===== src/hdl/ddscw_pkg.sv =====
// Package for the synthesizer control word: addresses, fields, reset values, types
package ddscw_pkg;

   // Byte addresses of the control word, high byte first
   localparam logic [7:0] ADDR_CW_HI      = 8'h1d;
   localparam logic [7:0] ADDR_CW_LO      = 8'h20;

   // Field positions
   localparam int         BIT_CMP_PD      = 28;
   localparam int         BIT_HALT        = 27;
   localparam int         BIT_QDAC_PD     = 26;
   localparam int         BIT_DAC_PD      = 25;
   localparam int         BIT_DIG_PD      = 24;
   localparam int         BIT_PLL_RANGE   = 22;
   localparam int         BIT_PLL_BYPASS  = 21;
   localparam int         POS_PLL_MULT    = 16;
   localparam int         BIT_CLR_ACC1    = 15;
   localparam int         BIT_CLR_ACC     = 14;
   localparam int         BIT_TRIANGLE    = 13;
   localparam int         BIT_QDAC_SRC    = 12;
   localparam int         POS_MODE        = 9;
   localparam int         BIT_INT_UPDATE  = 8;
   localparam int         BIT_SINC_BYPASS = 6;
   localparam int         BIT_KEY_EN      = 5;
   localparam int         BIT_KEY_INT     = 4;
   localparam int         BIT_LSB_FIRST   = 1;
   localparam int         BIT_SDO_ACTIVE  = 0;

   // Bits that hold state; unused, reserved and self-clearing bits read zero
   localparam logic [31:0] CW_STORE_MASK  = 32'h1f7f_7f73;
   // Power-up value: PLL range high, PLL bypassed, multiplier field zero
   localparam logic [31:0] CW_RESET       = 32'h0060_0000;

   // Multiplier limits the host must respect
   localparam logic [4:0] PLL_MULT_MIN    = 5'h04;
   localparam logic [4:0] PLL_MULT_MAX    = 5'h14;

   // Operating modes
   typedef enum logic [2:0] {
      DDSCW_SINGLE_TONE = 3'h0,
      DDSCW_FSK         = 3'h1,
      DDSCW_RAMPED_FSK  = 3'h2,
      DDSCW_CHIRP       = 3'h3,
      DDSCW_BPSK        = 3'h4
   } ddscw_mode_e;

   // Decoded controls sent to the analog and digital sections
   typedef struct packed {
      logic        cmp_pd;
      logic        qdac_pd;
      logic        dac_pd;
      logic        dig_clk_stop;
      logic        pll_range;
      logic        pll_bypass;
      logic        pll_pd;
      logic [4:0]  pll_mult;
      logic        acc_hold;
      logic        triangle;
      logic        qdac_src;
      logic [2:0]  mode;
      logic        sinc_bypass;
      logic        sinc_clk_stop;
      logic        key_en;
      logic        key_int;
      logic        lsb_first;
      logic        sdo_active;
   } ddscw_ctrl_s;

   // Byte lane of the control word for a given address (0 = bits 31:24)
   function automatic logic [1:0] ddscw_lane(input logic [7:0] addr);
      logic [7:0] d;
      d = addr - ADDR_CW_HI;
      return d[1:0];
   endfunction

   // True when the address falls inside the control word
   function automatic logic ddscw_hit(input logic [7:0] addr);
      return (addr >= ADDR_CW_HI) && (addr <= ADDR_CW_LO);
   endfunction

endpackage


===== src/hdl/ddscw_pulse.sv =====
// One-clock delay stage for the accumulator 1 clear request pulse
`timescale 1ns/1ps
module ddscw_pulse
   import ddscw_pkg::*;
(
   input  wire logic clk,
   input  wire logic rst_b,
   input  wire logic trig,
   output logic      pulse
);

   logic next_pulse;

   // Pulse follows the trigger by one clock
   always_comb begin
      next_pulse = trig;
   end

   always_ff @(posedge clk or negedge rst_b) begin
      if (!rst_b) begin
         pulse <= 1'b0;
      end else begin
         pulse <= next_pulse;
      end
   end

endmodule // ddscw_pulse


===== src/hdl/ddscw_reg.sv =====
// Synthesizer control word: byte-wide port, buffered writes, update transfer, decode
//
// Overview of operation
// Word at bytes 1d..20, bit 31 highest
// Bits 31:29 unused; reserved bits written zero
// Bit 28 powers down the comparator
// Bit 27 set halts device until reset
// Bit 26 powers down Q DAC only
// Bit 25 powers down both DACs, reference
// Bit 24 stops digital clocks, PLL runs
// Bit 22 selects VCO gain, resets one
// Bit 21 bypasses PLL, resets one
// Bits 20:16 multiplier, host uses 4..20
// Bit 15 pulses accumulator 1 clear, self-clears
// Bit 14 holds both accumulators at zero
// Bit 13 triangle sweep, needs ramped FSK
// Bit 12 feeds Q DAC from register
// Bits 11:9 select operating mode
// Bit 8 makes update pin an output
// Bit 6 bypasses inverse sinc, stops clock
// Bit 5 enables output amplitude ramping
// Bit 4 internal keying factor, else registers
// Bit 1 selects LSB-first serial order
// Bit 0 enables separate serial output
// Port format changes on update, mid-transfer
// Separate output tri-stated when inactive
// Host sends instruction LSB first too
// Reads return settings; unused bits zero
`timescale 1ns/1ps
module ddscw_reg
   import ddscw_pkg::*;
(
   input  wire logic        clk,
   input  wire logic        rst_b,
   input  wire logic [7:0]  wr_addr,
   input  wire logic [7:0]  wr_data,
   input  wire logic        wr_en,
   input  wire logic [7:0]  rd_addr,
   output logic [7:0]       rd_data,
   input  wire logic        update_in,
   input  wire logic        update_gen,
   output logic             update_out,
   output logic             update_oe,
   input  wire logic        sdo_bit,
   input  wire logic        sdo_drive,
   output logic             sdo_out,
   output logic             sdo_oe,
   output ddscw_ctrl_s      ctrl,
   output logic             clr_acc1_pulse,
   output logic             halted
);

   // Buffer memory written by the host, and the active word
   logic [31:0]   buffer;
   logic [31:0]   active;
   logic [31:0]   next_buffer;
   logic [31:0]   next_active;
   logic          clr_req;
   logic          next_clr_req;
   logic          halt;
   logic          next_halt;
   logic          upd_ev;
   logic          clr_trig;

   // Output stage registers
   logic [7:0]    next_rd_data;
   ddscw_ctrl_s   next_ctrl;
   logic          next_update_out;
   logic          next_update_oe;
   logic          next_sdo_out;
   logic          next_sdo_oe;

   // Update source follows the pin direction in the active word
   assign upd_ev = active[BIT_INT_UPDATE] ? update_gen : update_in;

   // Host byte writes land in the buffer; update moves it to the active word
   always_comb begin
      next_buffer  = buffer;
      next_active  = active;
      next_clr_req = 1'b0;
      next_halt    = halt;
      if (wr_en && ddscw_hit(wr_addr) && !halt) begin
         // Lane 0 carries bits 31:24, lane 3 bits 7:0
         case (ddscw_lane(wr_addr))
            2'h0:    next_buffer[31:24] = wr_data;
            2'h1:    next_buffer[23:16] = wr_data;
            2'h2:    next_buffer[15:8]  = wr_data;
            default: next_buffer[7:0]   = wr_data;
         endcase
      end
      if (upd_ev && !halt) begin
         // Whole word applies at once, so port format changes mid-transfer
         next_active  = next_buffer & CW_STORE_MASK;
         // Clear request is one-shot and never stored
         next_clr_req = next_buffer[BIT_CLR_ACC1];
         next_buffer[BIT_CLR_ACC1] = 1'b0;
         // A one here freezes the device; only rst_b recovers it
         if (next_buffer[BIT_HALT]) begin
            next_halt = 1'b1;
         end
      end
   end

   always_ff @(posedge clk or negedge rst_b) begin
      if (!rst_b) begin
         buffer  <= CW_RESET;
         active  <= CW_RESET;
         clr_req <= 1'b0;
         halt    <= 1'b0;
      end else begin
         buffer  <= next_buffer;
         active  <= next_active;
         clr_req <= next_clr_req;
         halt    <= next_halt;
      end
   end

   assign clr_trig = clr_req & ~halt;

   // Single-cycle accumulator 1 clear toward the DDS core
   ddscw_pulse u_pulse (
      .clk   (clk),
      .rst_b (rst_b),
      .trig  (clr_trig),
      .pulse (clr_acc1_pulse)
   );

   // Decode of the active word into section controls
   always_comb begin
      next_ctrl               = '0;
      next_ctrl.cmp_pd        = active[BIT_CMP_PD];
      next_ctrl.qdac_pd       = active[BIT_QDAC_PD] | active[BIT_DAC_PD];
      next_ctrl.dac_pd        = active[BIT_DAC_PD];
      // Halt also stops the digital clocks; PLL is left alone
      next_ctrl.dig_clk_stop  = active[BIT_DIG_PD] | halt;
      next_ctrl.pll_range     = active[BIT_PLL_RANGE];
      next_ctrl.pll_bypass    = active[BIT_PLL_BYPASS];
      next_ctrl.pll_pd        = active[BIT_PLL_BYPASS];
      // Multiplier passed as written; range 4..20 is the host's duty
      next_ctrl.pll_mult      = active[POS_PLL_MULT +: 5];
      next_ctrl.acc_hold      = active[BIT_CLR_ACC];
      next_ctrl.triangle      = active[BIT_TRIANGLE];
      next_ctrl.qdac_src      = active[BIT_QDAC_SRC];
      next_ctrl.mode          = active[POS_MODE +: 3];
      next_ctrl.sinc_bypass   = active[BIT_SINC_BYPASS];
      next_ctrl.sinc_clk_stop = active[BIT_SINC_BYPASS];
      next_ctrl.key_en        = active[BIT_KEY_EN];
      next_ctrl.key_int       = active[BIT_KEY_INT];
      next_ctrl.lsb_first     = active[BIT_LSB_FIRST];
      next_ctrl.sdo_active    = active[BIT_SDO_ACTIVE];
   end

   // Read mux: active settings by byte lane, zero off the map
   always_comb begin
      next_rd_data = 8'h00;
      if (ddscw_hit(rd_addr)) begin
         case (ddscw_lane(rd_addr))
            2'h0:    next_rd_data = active[31:24];
            2'h1:    next_rd_data = active[23:16];
            2'h2:    next_rd_data = active[15:8];
            default: next_rd_data = active[7:0];
         endcase
      end
   end

   // Pin drivers; internal strobe is only driven when the pin is an output
   always_comb begin
      next_update_oe  = active[BIT_INT_UPDATE];
      next_update_out = active[BIT_INT_UPDATE] & update_gen;
      // Separate output floats unless enabled and the port is reading
      next_sdo_oe     = active[BIT_SDO_ACTIVE] & sdo_drive;
      next_sdo_out    = next_sdo_oe & sdo_bit;
   end

   // Output flops; a registered pin lags its cause by one clock
   always_ff @(posedge clk or negedge rst_b) begin
      if (!rst_b) begin
         rd_data    <= 8'h00;
         ctrl       <= '0;
         update_out <= 1'b0;
         update_oe  <= 1'b0;
         sdo_out    <= 1'b0;
         sdo_oe     <= 1'b0;
         halted     <= 1'b0;
      end else begin
         rd_data    <= next_rd_data;
         ctrl       <= next_ctrl;
         update_out <= next_update_out;
         update_oe  <= next_update_oe;
         sdo_out    <= next_sdo_out;
         sdo_oe     <= next_sdo_oe;
         halted     <= halt;
      end
   end

endmodule // ddscw_reg


===== config.mk =====
export PLATFORM = sky130hd
export DESIGN_NAME = ddscw_reg
export DESIGN_NICKNAME = d
export VERILOG_FILES = /design/src/hdl/ddscw_pkg.sv /design/src/hdl/ddscw_pulse.sv /design/src/hdl/ddscw_reg.sv
export SDC_FILE = /design/constraint.sdc
export NUM_CORES = 1
export LEC_CHECK = 0
export ABC_AREA = 1
export ABC_CLOCK_PERIOD_IN_PS = 1900
export BUFFER_PORTS_ARGS = -buffer_cell sky130_fd_sc_hd__buf_4
export CORE_ASPECT_RATIO = 0.9
export CORE_UTILIZATION = 44
export CTS_CLUSTER_DIAMETER = 150
export DETAILED_ROUTE_END_ITERATION = 16
export GPL_TIMING_DRIVEN = 0
export PLACE_DENSITY = 0.65
export SYNTH_ARGS = -nofsm -noshare
export SYNTH_HDL_FRONTEND = slang
export SYNTH_SLANG_ARGS = --single-unit

===== constraint.sdc =====
create_clock -name clk -period 1.9 [get_ports clk]
set_clock_uncertainty 0.1 [all_clocks]
set_input_delay 0.095 -clock clk [delete_from_list [all_inputs] [get_ports clk]]
set_output_delay 0.095 -clock clk [all_outputs]
set_load 0.01 [all_outputs]

# --- After elaboration in Yosys (flattened, before gate mapping) ---
# Index checks and enable logic that the tools add are counted.
totals:
  reg_bits: 91
  n_memories: 0
  mem_bits_ro: 0
  ram_bits: 0
  latch_bits: 0
  out_inout_bits: 38
op_classes:
  n_shift: 0
  eq_ne: 4
  muxes: 10
  mul: 0
  add_sub_neg: 2
  n_lt_le_gt_ge: 4
  bitwise_logic: 8
  n_reduce_logical: 12
  div_mod_pow: 0
ops:
  columns: ["cell", "count"]
  rows:
  - ["29-bit two-way mux", 1]
  - ["8-bit two-way mux", 3]
  - ["7-bit one-hot mux with 3 select lines", 1]
  - ["8-bit by 5-bit >= comparator with 1-bit output, second input constant", 2]
  - ["8-bit by 6-bit less-or-equal comparator with 1-bit output, second input constant", 2]
  - ["7-bit two-way mux", 1]
  - ["2-bit AND reduction", 3]
  - ["1-bit logical AND", 5]
  - ["5-bit two-way mux", 1]
  - ["1-bit bitwise AND", 4]
  - ["2-bit by 1-bit == test with 1-bit output, second input constant", 2]
  - ["2-bit == test, second input constant", 2]
  - ["2-bit logical NOT", 2]
  - ["2-bit by 1-bit subtractor with 2-bit output, second input constant", 2]
  - ["1-bit two-way mux", 3]
  - ["3-bit OR reduction", 1]
  - ["1-bit NOT", 2]
  - ["1-bit OR", 2]
  - ["1-bit logical NOT", 1]

# --- Logic depth before layout (Yosys ltp) ---
# Gate-level depths: netlist of the first run.
logic_depth:
  depth_word: 6
  mapped_depth: 9
  mapped_depth_nobuf: 8

# --- Cells and area by module ---
# From an unflattened synthesis of the first run, not the netlist that was laid out.
unflattened:
  cells_unflattened: 357
  hier_area_um2: 3488.3
modules_own_cells:
  columns: ["module", "n_inst", "area_each_um2", "cells_each"]
  rows:
  - ["ddscw_reg", 1, 3463.3, 356]
  - ["ddscw_pulse", 1, 25.0, 1]

# --- Worst setup path before layout of the first run ---
# OpenSTA, ideal clock, no wires.
synth_path:
  path_kind: "reg-to-reg"
  from: "register halt"
  to: "register buffer[24]"
  path_stages_with_launch: 9
  path_slack_ns: 0.400
  setup_time_ns: 0.119
  path_buffers: 1
  arrival_time_ns: 1.281
  t_required_ns: 1.681
  path_cell_list: "dfrtp_1 inv_1 nand2_1 nor2_4 inv_2 nor2_4 buf_6 nand4_1 and2_1"
synth_between:
  elab_chain_cells: 3
synth_rtl:
  columns: ["item", "line_no", "source"]
  rows:
  - ["start, declared", "ddscw_reg.sv:60", "logic halt;"]
  - ["start signal, assigned", "ddscw_reg.sv:114", "halt <= next_halt;"]
  - ["1-bit logical NOT", "ddscw_reg.sv:82", "if (wr_en && ddscw_hit(wr_addr) && !halt) begin"]
  - ["1-bit logical AND", "ddscw_reg.sv:82", null]
  - ["29-bit two-way mux", "ddscw_reg.sv:82", null]
  - ["net next_buffer[24]", "ddscw_reg.sv:56", "logic [31:0] next_buffer;"]
  - ["end signal, assigned", "ddscw_reg.sv:111", "buffer <= next_buffer;"]
  - ["end, declared", "ddscw_reg.sv:54", "logic [31:0] buffer;"]
# The timed path passes the listed nets, and every way through them passes these cells.
# A chain may end at the register's enable or synchronous reset.

# --- Final worst setup path of the first run ---
layout_path:
  from: "register halt"
  to: "register active[25]"
layout_between:
  elab_chain_cells: 3
layout_rtl:
  columns: ["item", "line_no", "source"]
  rows:
  - ["1-bit logical NOT (*)", "ddscw_reg.sv:82, ddscw_reg.sv:91", null]
  - ["1-bit logical AND", "ddscw_reg.sv:82", null]
  - ["29-bit two-way mux", "ddscw_reg.sv:82", null]
  - ["end signal, assigned", "ddscw_reg.sv:112", "active <= next_active;"]
  - ["end, declared", "ddscw_reg.sv:55", "logic [31:0] active;"]
# Mark *: on every way between the ends. The rest lies on a longest branch, timed or not.

==> results of run 1 <==
-- cells in the mapped netlist --
cell	count	share of area
sky130_fd_sc_hd__a21oi_1	4	0.0057
sky130_fd_sc_hd__conb_1	1	0.0011
sky130_fd_sc_hd__nor4_1	1	0.0018
sky130_fd_sc_hd__a41oi_1	1	0.0025
sky130_fd_sc_hd__and2_1	24	0.043
sky130_fd_sc_hd__buf_6	2	0.0065
sky130_fd_sc_hd__dfrtp_1	82	0.59
sky130_fd_sc_hd__nand2_4	1	0.0032
sky130_fd_sc_hd__dfstp_2	4	0.030
sky130_fd_sc_hd__or2_2	3	0.0054
sky130_fd_sc_hd__or2_1	1	0.0018
sky130_fd_sc_hd__buf_4	3	0.0065
sky130_fd_sc_hd__a22o_1	4	0.010
sky130_fd_sc_hd__a221oi_1	3	0.0075
sky130_fd_sc_hd__a21oi_2	1	0.0025
sky130_fd_sc_hd__nand2_1	89	0.096
sky130_fd_sc_hd__clkinv_1	1	0.0011
sky130_fd_sc_hd__o21ai_0	1	0.0014
sky130_fd_sc_hd__nand3_1	25	0.036
sky130_fd_sc_hd__inv_1	45	0.048
sky130_fd_sc_hd__nor2_4	3	0.0097
sky130_fd_sc_hd__buf_2	2	0.0029
sky130_fd_sc_hd__nand3b_2	1	0.0032
sky130_fd_sc_hd__nand4_2	2	0.0072
sky130_fd_sc_hd__nand4_1	26	0.047
sky130_fd_sc_hd__inv_2	2	0.0022
sky130_fd_sc_hd__o21ai_1	2	0.0029
sky130_fd_sc_hd__clkbuf_1	4	0.0043
sky130_fd_sc_hd__nor2_1	18	0.019
sky130_fd_sc_hd__o21bai_2	1	0.0032
-- final cells by class --
class	count	area, um^2	area share
clock buffers	9	124	0.0285
repair buffers	72	553	0.127
well taps	96	120	0.0276
multi-input cells	212	1090	0.250
inverters	48	180	0.0414
plain buffers	11	72.6	0.0167
flip-flops and latches	86	2160	0.496
clock inverters	7	55.1	0.0127
-- through the flow --
stage                     cells  setup slack, ns  total power [mW]
final                       541            0.137              3.16
after global routing        541           0.0203              3.29
after CTS                   541           0.0421              3.18
after detailed placement    520           0.0674              2.02
after global placement      520           0.0504              2.01
after floorplan             357            0.400              1.92
-- power by group through the flow --
| stage | sequential [mW] | combinational (mW) | clock, mW |
|---|---|---|---|
| after floorplan | 1.87 | 0.0514 | 0 |
| after global placement | 1.87 | 0.150 | 0 |
| after detailed placement | 1.87 | 0.152 | 0 |
| after CTS | 1.83 | 0.160 | 1.19 |
| after global routing | 1.83 | 0.179 | 1.28 |
| final | 1.83 | 0.158 | 1.17 |
-- sequential cells by signal, summed over array words and instances, names as in the netlist --
signal / cells
buffer: 25
active: 24
ctrl: 22
rd_data: 7
clr_req: 1
halt: 1
halted: 1
sdo_oe: 1
sdo_out: 1
u_pulse.pulse: 1
update_oe: 1
update_out: 1
-- routing by layer --
metal | GRT usage | wire length, um | part of all wire | up-vias
met5 | 0 | 0 | 0 | -
met4 | 0.0624 | 105 | 0.014 | 0
met3 | 0.0518 | 425 | 0.058 | 8
met2 | 0.281 | 3240 | 0.44 | 81
met1 | 0.290 | 3610 | 0.49 | 1217
li1 | - | - | - | 1309
-- worst max-delay path, delay by kind of cell (launching register included) --
family        cells  cell delay [ns]
simple gates      6             0.79
buf+inv           3             0.30
flops             1             0.45
-- timing repair --
| item | in CTS | in global routing |
|---|---|---|
| resized for setup | 0 | 6 |
| endpoints found under the hold margin | 87 | 0 |
| endpoints found under the setup margin | 0 | 20 |
| hold buffers | 5 | 0 |
| setup buffers | 0 | 0 |
-- cell families (layout without fill, tap and decap cells) --
kind of cell | after synthesis | after routing | share of synthesized area
buf+inv | 59 | 147 | 0.0717
flops | 86 | 86 | 0.618
other cells | 1 | 1 | 0.00108
simple gates | 194 | 194 | 0.273
compound gates | 17 | 17 | 0.0359
-- worst paths after layout --
path                       cells after the start          to  startpoint
max reg2reg                                    9  active[25]        halt
min in group asynchronous                      2    ctrl[13]       rst_b
min reg2reg                                    0    ctrl[15]  active[19]
max                                            9  active[25]        halt
max in group asynchronous                      2        halt       rst_b
min                                            4  buffer[21]  wr_data[5]
==> qor.tcl, run 1 <==
set qor(status) {completed}
set qor(final-max-slew-violation-count) 0
set qor(fp-row-count) 30
set qor(htree_levels) 3
set qor(clock_sinks) 86
set qor(power_leakage_nw) 2.32
set qor(rsz_0062_raised_after_global_routing) {no}
set qor(gr_usage_total) 0.196
set qor(clk_pin_slew_worst_paths_ns) 0.09
set qor(critPathSlowestCell) {sky130_fd_sc_hd__dfrtp_2}
set qor(share_of_power_burned_in_registers) 0.579
set qor(routed_via_density) 4.83
set qor(grt_antenna_before_repair) 0
set qor(max_stage_delay_ns) 0.45
set qor(grt_max_degree) 87
set qor(fmax_mhz) 567
set qor(first_iter_violations) 105
set qor(floorplan.initialDensity) 0.458
set qor(crit_required_ns) 2.04
set qor(synth.cell_area_um2) 3490
set qor(fp.dieArea_um2) 8290
set qor(setup_viol) 0
set qor(areaGrowthSynthToFinish_pct) 24.7
set qor(postRouteAntennaNets) 0
set qor(numPortBuffers) 67
set qor(power_report.internal_total_mw) 2.38
set qor(num_io_pins) 69
set qor(critical_path_peak_fanout) 10
set qor(dpl.hpwl_um) 5400
set qor(antenna-diode-count) 0
set qor(hold_viol_final) 0
set qor(powerDensity_nw_per_um2) 726
set qor(worst_setup_path_start_kind) {flip-flop}
set qor(power.net_switching_mw) 0.782
set qor(critical_path_start_end_classification) {flip-flop to flip-flop}
set qor(mostFrequentLayoutCell) {sky130_fd_sc_hd__nand2_1}
set qor(global_route.overflow_total) 0
set qor(first_pass_grt_wire_length_um) 12000
set qor(tritoncts.num_buffers) 9
set qor(crit_chain) {inv_1 -> nand2_1 -> nor2_4 -> inv_2 -> nor2_4 -> buf_6 -> nand4_1 -> nand3_1 -> nand2_1}
set qor(routed_wirelength_um) 7380
set qor(timing.critical_path.arrival_ns) 1.91
set qor(tightestPinTransition_ns) 1.03
set qor(final.min_clock_period_ns) 1.76
set qor(coreArea_um2) 7620
set qor(combPwrFrac) 0.050
set qor(hp_class) {input port to flip-flop}
set qor(ys.warnings.count) 0
set qor(most-common-layout-cells) {sky130_fd_sc_hd__nand2_1, sky130_fd_sc_hd__dfrtp_1, sky130_fd_sc_hd__buf_4}
set qor(routability_cong) 0.787
set qor(post_synth_num_cell_types) 30
set qor(fin_setup_tns_ns) 0
set qor(fillCellCount) 672
set qor(synth.ff_latch_count) 86
set qor(drc) 0
set qor(dr.pass1.iters) 4
set qor(vias) 2615
set qor(first_global_vias) 2395
set qor(drive_above_1_share) 0.249
set qor(final_core_util) 0.571
set qor(synth.yosys.seq_area_share) 0.618
set qor(layout_worst_path_cycle_share) 0.928
set qor(relSlewSlack) 0.314
set qor(clkPwrFrac) 0.371
set qor(crit_path_end_kind) {flip-flop}
set qor(power_switching_share) 0.247
set qor(final_design_area_no_fill_um2) 4350
set qor(r2r_slack_ns) 0.14
set qor(chipWidth_um) 95.9
set qor(cts.root.buffer_cell) {sky130_fd_sc_hd__clkbuf_8}
set qor(syn-num-nets) 388
set qor(hold-worst-slack_ns) 0.0271
set qor(clock_tree_from_tritoncts) {done}
set qor(place_area_um2) 4110
set qor(worst_case_vdd_ir_drop_mv) 0.436
set qor(postSynthAreaPerCell_um2) 9.77
set qor(routed_length_per_placed_instance_um) 13.6
set qor(die_y_um) 86.5
set qor(cells_after_synthesis) 357
set qor(clk_path_buf_depth) 2
set qor(timing.max_cap.violations) 0
set qor(clock_latency_ns) 0.35
set qor(design.final.nets) 471
(Power assumes the default switching activity.)
==> run 2: changes to the inputs <==
--- a/config.mk
+++ b/config.mk
@@ -5,7 +5,6 @@
 export SDC_FILE = /design/constraint.sdc
 export NUM_CORES = 1
 export LEC_CHECK = 0
-export ABC_AREA = 1
 export ABC_CLOCK_PERIOD_IN_PS = 1900
 export BUFFER_PORTS_ARGS = -buffer_cell sky130_fd_sc_hd__buf_4
 export CORE_ASPECT_RATIO = 0.9
@@ -13,7 +12,8 @@
 export CTS_CLUSTER_DIAMETER = 150
 export DETAILED_ROUTE_END_ITERATION = 16
 export GPL_TIMING_DRIVEN = 0
-export PLACE_DENSITY = 0.65
+export MAX_ROUTING_LAYER = met4
+export PLACE_DENSITY = 0.66
 export SYNTH_ARGS = -nofsm -noshare
 export SYNTH_HDL_FRONTEND = slang
 export SYNTH_SLANG_ARGS = --single-unit
==> qor.tcl, run 2 <==
set qor(status) {complete, but fails checks}
set qor(failing_checks) {setup timing}
set qor(power.net_switching_mw) 1.03
set qor(design.final.nets) 325
set qor(synthArstFlopShare) 1.00
set qor(critPathSlowestCell) {sky130_fd_sc_hd__or4b_4}
set qor(synth.top_cells.by_area) {sky130_fd_sc_hd__dfrtp_1, sky130_fd_sc_hd__mux2_2, sky130_fd_sc_hd__mux2_4, sky130_fd_sc_hd__dfstp_2, sky130_fd_sc_hd__mux4_2}
set qor(powerDensity_nw_per_um2) 976
set qor(clock_tree_from_tritoncts) {done}
set qor(power_switching_share) 0.243
set qor(routability_cong) 0.752
set qor(hp_class) {input port to flip-flop}
set qor(vias) 1899
set qor(critical_path_peak_fanout) 8
set qor(hold_viol_final) 0
set qor(num_io_pins) 69
set qor(tritoncts.num_buffers) 9
set qor(grt_max_degree) 87
set qor(clk_path_buf_depth) 2
set qor(top_register) {buffer}
set qor(drc) 0
set qor(postSynthAreaPerCell_um2) 16.3
set qor(clkPwrFrac) 0.339
set qor(layout_worst_path_cycle_share) 1.26
set qor(final.min_clock_period_ns) 2.39
set qor(timing.hold.worst.start) {update_in}
set qor(drive_above_1_share) 0.555
set qor(most-common-layout-cells) {sky130_fd_sc_hd__dfrtp_1, sky130_fd_sc_hd__buf_4, sky130_fd_sc_hd__mux2_2}
set qor(first_iter_violations) 45
set qor(final-max-slew-violation-count) 0
set qor(routed_via_density) 4.84
set qor(share_of_power_burned_in_registers) 0.495
set qor(cts.root.buffer_cell) {sky130_fd_sc_hd__clkbuf_8}
set qor(cp-startpoint) {halt}
set qor(dr.pass1.iters) 5
set qor(grt_antenna_before_repair) 0
set qor(routed_length_per_placed_instance_um) 15.3
set qor(synth.cell_area_um2) 3190
set qor(synth_most_common_cell) {sky130_fd_sc_hd__dfrtp_1}
set qor(post-synth-top-area-cell) {sky130_fd_sc_hd__dfrtp_1}
set qor(first_global_vias) 1874
set qor(hold-worst-slack_ns) 0.0796
set qor(ys.warnings.count) 0
set qor(critical_path.most_common_cell) {sky130_fd_sc_hd__mux2_4}
set qor(coreArea_um2) 7040
set qor(worst_r2r_startpoint) {halt}
set qor(clock_latency_ns) 0.35
set qor(worst_setup_path_start_kind) {flip-flop}
set qor(power_leakage_nw) 2.26
set qor(syn-num-nets) 227
set qor(clk_pin_slew_worst_paths_ns) 0.08
set qor(antenna-diode-count) 0
set qor(ranking_of_synthesized_cells_by_instance_count) {sky130_fd_sc_hd__dfrtp_1, sky130_fd_sc_hd__mux2_2, sky130_fd_sc_hd__mux2_4, sky130_fd_sc_hd__nor2_1, sky130_fd_sc_hd__nor2b_1}
set qor(fp-row-count) 29
set qor(synth.yosys.seq_area_share) 0.677
set qor(ys_dominant_reg_cell) {sky130_fd_sc_hd__dfrtp_1}
set qor(timing.max_cap.violations) 0
set qor(synth.ff_latch_count) 86
set qor(setup_viol) 51
set qor(crit_chain) {or4b_4 -> or4_4 -> buf_12 -> mux2_4 -> mux2_4}
set qor(relSlewSlack) 0.322
set qor(yosys.area.top_type_share) 0.644
set qor(die_y_um) 82.8
set qor(post_synth_num_cell_types) 31
set qor(combPwrFrac) 0.167
set qor(dpl.hpwl_um) 3700
set qor(htree_levels) 3
set qor(finalPower_mw) 4.25
set qor(fillCellCount) 563
set qor(routed_wirelength_um) 6010
set qor(postRouteAntennaNets) 0
set qor(crit_path_end_kind) {flip-flop}
set qor(chipWidth_um) 91.7
set qor(timing.critical_path.arrival_ns) 2.53
set qor(clock_sinks) 86
set qor(post-route-worst-setup-slack_ns) -0.493
set qor(floorplan.initialDensity) 0.453
set qor(first_pass_grt_wire_length_um) 9630
set qor(critical_path_start_end_classification) {flip-flop to flip-flop}
set qor(fp.dieArea_um2) 7590
set qor(areaGrowthSynthToFinish_pct) 36.7
set qor(gr_usage_total) 0.180
set qor(rsz_0062_raised_after_global_routing) {yes}
set qor(cells_after_synthesis) 196
set qor(reg.largest.list) {buffer (25), active (24), ctrl (22)}
set qor(numPortBuffers) 65
set qor(global_route.overflow_total) 0
set qor(synth-edff-count) 0
set qor(tightestPinTransition_ns) 1.02
set qor(mostFrequentLayoutCell) {sky130_fd_sc_hd__dfrtp_1}
set qor(power_report.internal_total_mw) 3.22
set qor(max_stage_delay_ns) 0.52
set qor(worst_case_vdd_ir_drop_mv) 0.498
set qor(largest_reg_flops) 25
set qor(crit_required_ns) 2.04
set qor(fmax_mhz) 418
[run 2: worst paths after layout]
check / to / slack [ns] / depth (start not counted)
setup / recovery: active[13] / -0.49 / 5
hold / removal: clr_req / 0.08 / 4
setup reg to reg: active[13] / -0.49 / 5
hold reg to reg: ctrl[13] / 0.31 / 0
max in group asynchronous: halt / 0.64 / 2
min in group asynchronous: active[4] / 0.37 / 2
[run 2: logic make-up (layout without fill, tap and decap cells)]
logic type | count (synthesis) | after routing | synth area share
flops | 86 | 86 | 0.677
buf+inv | 13 | 116 | 0.0216
simple gates | 32 | 32 | 0.0644
mux | 54 | 54 | 0.215
compound gates | 10 | 10 | 0.0216
other cells | 1 | 1 | 0.00118
[run 2: per-stage QoR]
stage	instances	setup WS, ns	setup TNS [ns]	area (um^2)	utilization
6_report	392	-0.493	-15.58	4360	0.619
5_1_grt	392	-0.533	-17.93	4360	0.619
4_1_cts	390	-0.485	-15.97	4330	0.615
3_5_place_dp	354	-0.915	-29.41	3800	0.540
3_3_place_gp	354	-0.870	-28.14	3800	0.540
2_1_floorplan	196	-0.437	-13.71	3200	-
[run 2: area by class of cell]
type | count | area (um^2) | area share
repair buffers | 88 | 722 | 0.166
clock buffers | 11 | 151 | 0.0348
well taps | 93 | 116 | 0.0267
flip-flops and latches | 86 | 2160 | 0.495
inverters | 4 | 15.0 | 0.00345
clock inverters | 5 | 81.3 | 0.0187
plain buffers | 8 | 60.1 | 0.0138
multi-input cells | 97 | 1050 | 0.242
[run 2: critical path: cells and delay by family, from the launching register on]
| kind | cells | cell delay, ns |
|---|---|---|
| DFF | 1 | 0.41 |
| and+or+nand+nor | 2 | 1.03 |
| muxes | 2 | 0.56 |
| buffers and inverters | 1 | 0.17 |
[run 2: power groups by stage]
stage	Sequential (mW)	Combinational (mW)	Clock (mW)
6_report	2.10	0.708	1.44
4_1_cts	2.11	0.706	1.47
3_5_place_dp	2.15	0.598	0
2_1_floorplan	2.16	0.283	0
5_1_grt	2.13	0.766	1.56
3_3_place_gp	2.15	0.591	0
[run 2: per-layer routing]
metal	up-vias	track usage	routed length, um
met5	-	-	0
met4	0	0.0656	48
met3	5	0.0485	298
met2	60	0.260	2700
met1	957	0.246	2960
li1	877	-	-
[run 2: what timing repair did]
action                                  4_1_cts  5_1_grt
hold buffers                                 12        0
endpoints found under the hold margin       114        0
gates resized for setup                      25        6
endpoints found under the setup margin       51       51
pin swaps                                     1        2
buffers inserted                              9        4
cloned                                        0        0
==> run 3: changes to the inputs <==
--- a/config.mk
+++ b/config.mk
@@ -5,7 +5,6 @@
 export SDC_FILE = /design/constraint.sdc
 export NUM_CORES = 1
 export LEC_CHECK = 0
-export ABC_CLOCK_PERIOD_IN_PS = 1900
 export BUFFER_PORTS_ARGS = -buffer_cell sky130_fd_sc_hd__buf_4
 export CORE_ASPECT_RATIO = 0.9
 export CORE_UTILIZATION = 44
==> constraint.sdc (replaced) <==
create_clock -name clk -period 2.5 [get_ports clk]
set_clock_uncertainty 0.1 [all_clocks]
set_input_delay 0.125 -clock clk [delete_from_list [all_inputs] [get_ports clk]]
set_output_delay 0.125 -clock clk [all_outputs]
set_load 0.01 [all_outputs]
==> qor.tcl, run 3 (synthesis gave the netlist of run 2 again) <==
set qor(crit_path_buf_inv_count) 1
set qor(drc) 0
set qor(reg.largest.list) {buffer (25), active (24), ctrl (22)}
set qor(clock_latency_ns) 0.35
set qor(routability_cong) 0.707
set qor(critPathSlowestCell) {sky130_fd_sc_hd__or4b_4}
set qor(dpl.hpwl_um) 3650
set qor(antenna-diode-count) 0
set qor(timing.hold.worst.start) {wr_addr[1]}
set qor(worst_setup_path_start_kind) {flip-flop}
set qor(hold_viol_final) 0
set qor(powerDensity_nw_per_um2) 713
set qor(chipWidth_um) 91.7
set qor(status) {completed}
set qor(groute.layer.met2.usage) 0.268
set qor(post-route-worst-setup-slack_ns) 0.0514
set qor(drive_above_1_share) 0.526
set qor(crit_path_end_kind) {flip-flop}
set qor(reg2reg_capture_point) {active[14]}
set qor(final-instance-count-excl-fill) 386
set qor(crit_required_ns) 2.63
set qor(die_y_um) 82.8
set qor(fp.dieArea_um2) 7590
set qor(areaGrowthSynthToFinish_pct) 30.4
set qor(htree_levels) 3
set qor(cts.root.buffer_cell) {sky130_fd_sc_hd__clkbuf_8}
set qor(place_area_um2) 3790
set qor(whs_path_depth) 4
set qor(vias) 1828
set qor(globalRoute.busiestLayer) {met2}
set qor(final.min_clock_period_ns) 2.45
set qor(relSlewSlack) 0.308
set qor(reg2reg_depth) 5
set qor(worst_path_dominant_cell_family) {simple AND/OR/NAND/NOR gates}
set qor(dr.pass1.iters) 4
set qor(power_leakage_nw) 2.16
set qor(first_pass_grt_wire_length_um) 9370
set qor(final_core_util) 0.591
set qor(routed_wirelength_um) 5830
set qor(top_register) {buffer}
set qor(placed_cells_incl_taps) 354
set qor(gr_usage_total) 0.175
set qor(gr-usage-met1) 0.228
set qor(first_iter_violations) 67
set qor(global_route.overflow_total) 0
set qor(critical_path_start_end_classification) {flip-flop to flip-flop}
set qor(tritoncts.num_buffers) 9
set qor(worst_r2r_startpoint) {halt}
set qor(clock_tree_from_tritoncts) {done}
set qor(floorplan.initialDensity) 0.453
set qor(first_global_vias) 1785
set qor(fillCellCount) 560
set qor(hp_class) {input port to flip-flop}
set qor(clock_sinks) 86
set qor(num_io_pins) 69
set qor(crit_chain) {or4b_4 -> or4_4 -> buf_6 -> mux2_4 -> mux2_2}
set qor(numPortBuffers) 65
set qor(tightestPinTransition_ns) 1.04
set qor(fp-row-count) 29
set qor(coreArea_um2) 7040
set qor(most-common-layout-cells) {sky130_fd_sc_hd__dfrtp_1, sky130_fd_sc_hd__buf_4, sky130_fd_sc_hd__mux2_2}
set qor(clk_pin_slew_worst_paths_ns) 0.08
set qor(clk_path_buf_depth) 2
set qor(r2r_slack_ns) 0.05
set qor(routed_via_density) 4.74
set qor(fmax_mhz) 408
set qor(max_stage_delay_ns) 0.56
set qor(worst_case_vdd_ir_drop_mv) 0.303
set qor(hold-worst-slack_ns) 0.103
set qor(largest_reg_flops) 25
set qor(timing.max_cap.violations) 0
set qor(timing.critical_path.arrival_ns) 2.58
set qor(setup_viol) 0
set qor(final-max-slew-violation-count) 0
set qor(layout_worst_path_cycle_share) 0.979
set qor(routed_length_per_placed_instance_um) 15.1
set qor(grtUsageMet3) 0.0531
set qor(detailedPlace.worstSlack_ns) -0.285
set qor(holdPathEnd) {buffer[27]}
set qor(grt_antenna_before_repair) 0
set qor(postRouteAntennaNets) 0
set qor(design.final.nets) 320
set qor(grt_max_degree) 87
set qor(critical_path_peak_fanout) 8
set qor(final_design_area_no_fill_um2) 4160
set qor(mostFrequentLayoutCell) {sky130_fd_sc_hd__dfrtp_1}
run 3: changes by cell type in the layout (fill, tap and decap cells not counted), sizes merged:
| cell | change |
|---|---|
| buf | -5 |
| bufinv | -2 |
| clkbuf | +1 |
| clkinv | -1 |
| clkinvlp | +1 |
run 3: cell type report:
class / instances / area [um^2] / area share
Buffer: 9 / 60.1 / 0.0144
Clock buffer: 12 / 155 / 0.0373
Clock inverter: 3 / 20.0 / 0.00481
Inverter: 4 / 15.0 / 0.00361
Multi-Input combinational cell: 97 / 987 / 0.237
Sequential cell: 86 / 2160 / 0.519
Tap cell: 93 / 116 / 0.0280
Timing Repair Buffer: 82 / 646 / 0.155
run 3: metrics by stage:
step           power, mW  setup TNS [ns]
2_1_floorplan       1.86               0
3_3_place_gp        2.08           -2.15
3_5_place_dp        2.09           -2.81
4_1_cts             2.98               0
5_1_grt             3.13        -0.00187
6_report            2.96               0
run 3: worst max-delay path by stage:
stage,startpoint,end,slack (ns),cells after the start
detailed placement,halt,active[17],-0.28,4
CTS,halt,active[14],0.003,5
finish,halt,active[14],0.05,5
global route,halt,active[14],-0.002,5
global placement,halt,active[19],-0.23,4
floorplan,halt,active[10],0.16,5
run 3: worst reg2reg max path, cell delays in order (launching register included):
cell	delay (ns)
sky130_fd_sc_hd__dfrtp_2	0.42
sky130_fd_sc_hd__or4b_4	0.56
sky130_fd_sc_hd__or4_4	0.50
sky130_fd_sc_hd__buf_6	0.17
sky130_fd_sc_hd__mux2_4	0.31
sky130_fd_sc_hd__mux2_2	0.27
run 3: routing by layer:
| metal | routed length [um] | part of all wire | vias up |
|---|---|---|---|
| met3 | 254 | 0.044 | 10 |
| met2 | 2790 | 0.48 | 41 |
| li1 | - | - | 861 |
| met4 | 80 | 0.014 | 0 |
| met5 | 0 | 0 | - |
| met1 | 2700 | 0.46 | 916 |
run 3: where the power goes:
part           leakage, nW  internal, mW  switching [mW]
clock network       0.0845         0.408           0.458
logic                0.908         0.278           0.220
registers             1.17          1.53          0.0697
total                 2.16          2.22           0.747
run 3: timing repair:
action | 4_1_cts | 5_1_grt
resized for setup | 4 | 4
setup endpoints to repair | 23 | 11
setup buffers | 2 | 3
hold buffers | 12 | 0
pin swaps | 1 | 1
hold endpoints to repair | 112 | 0
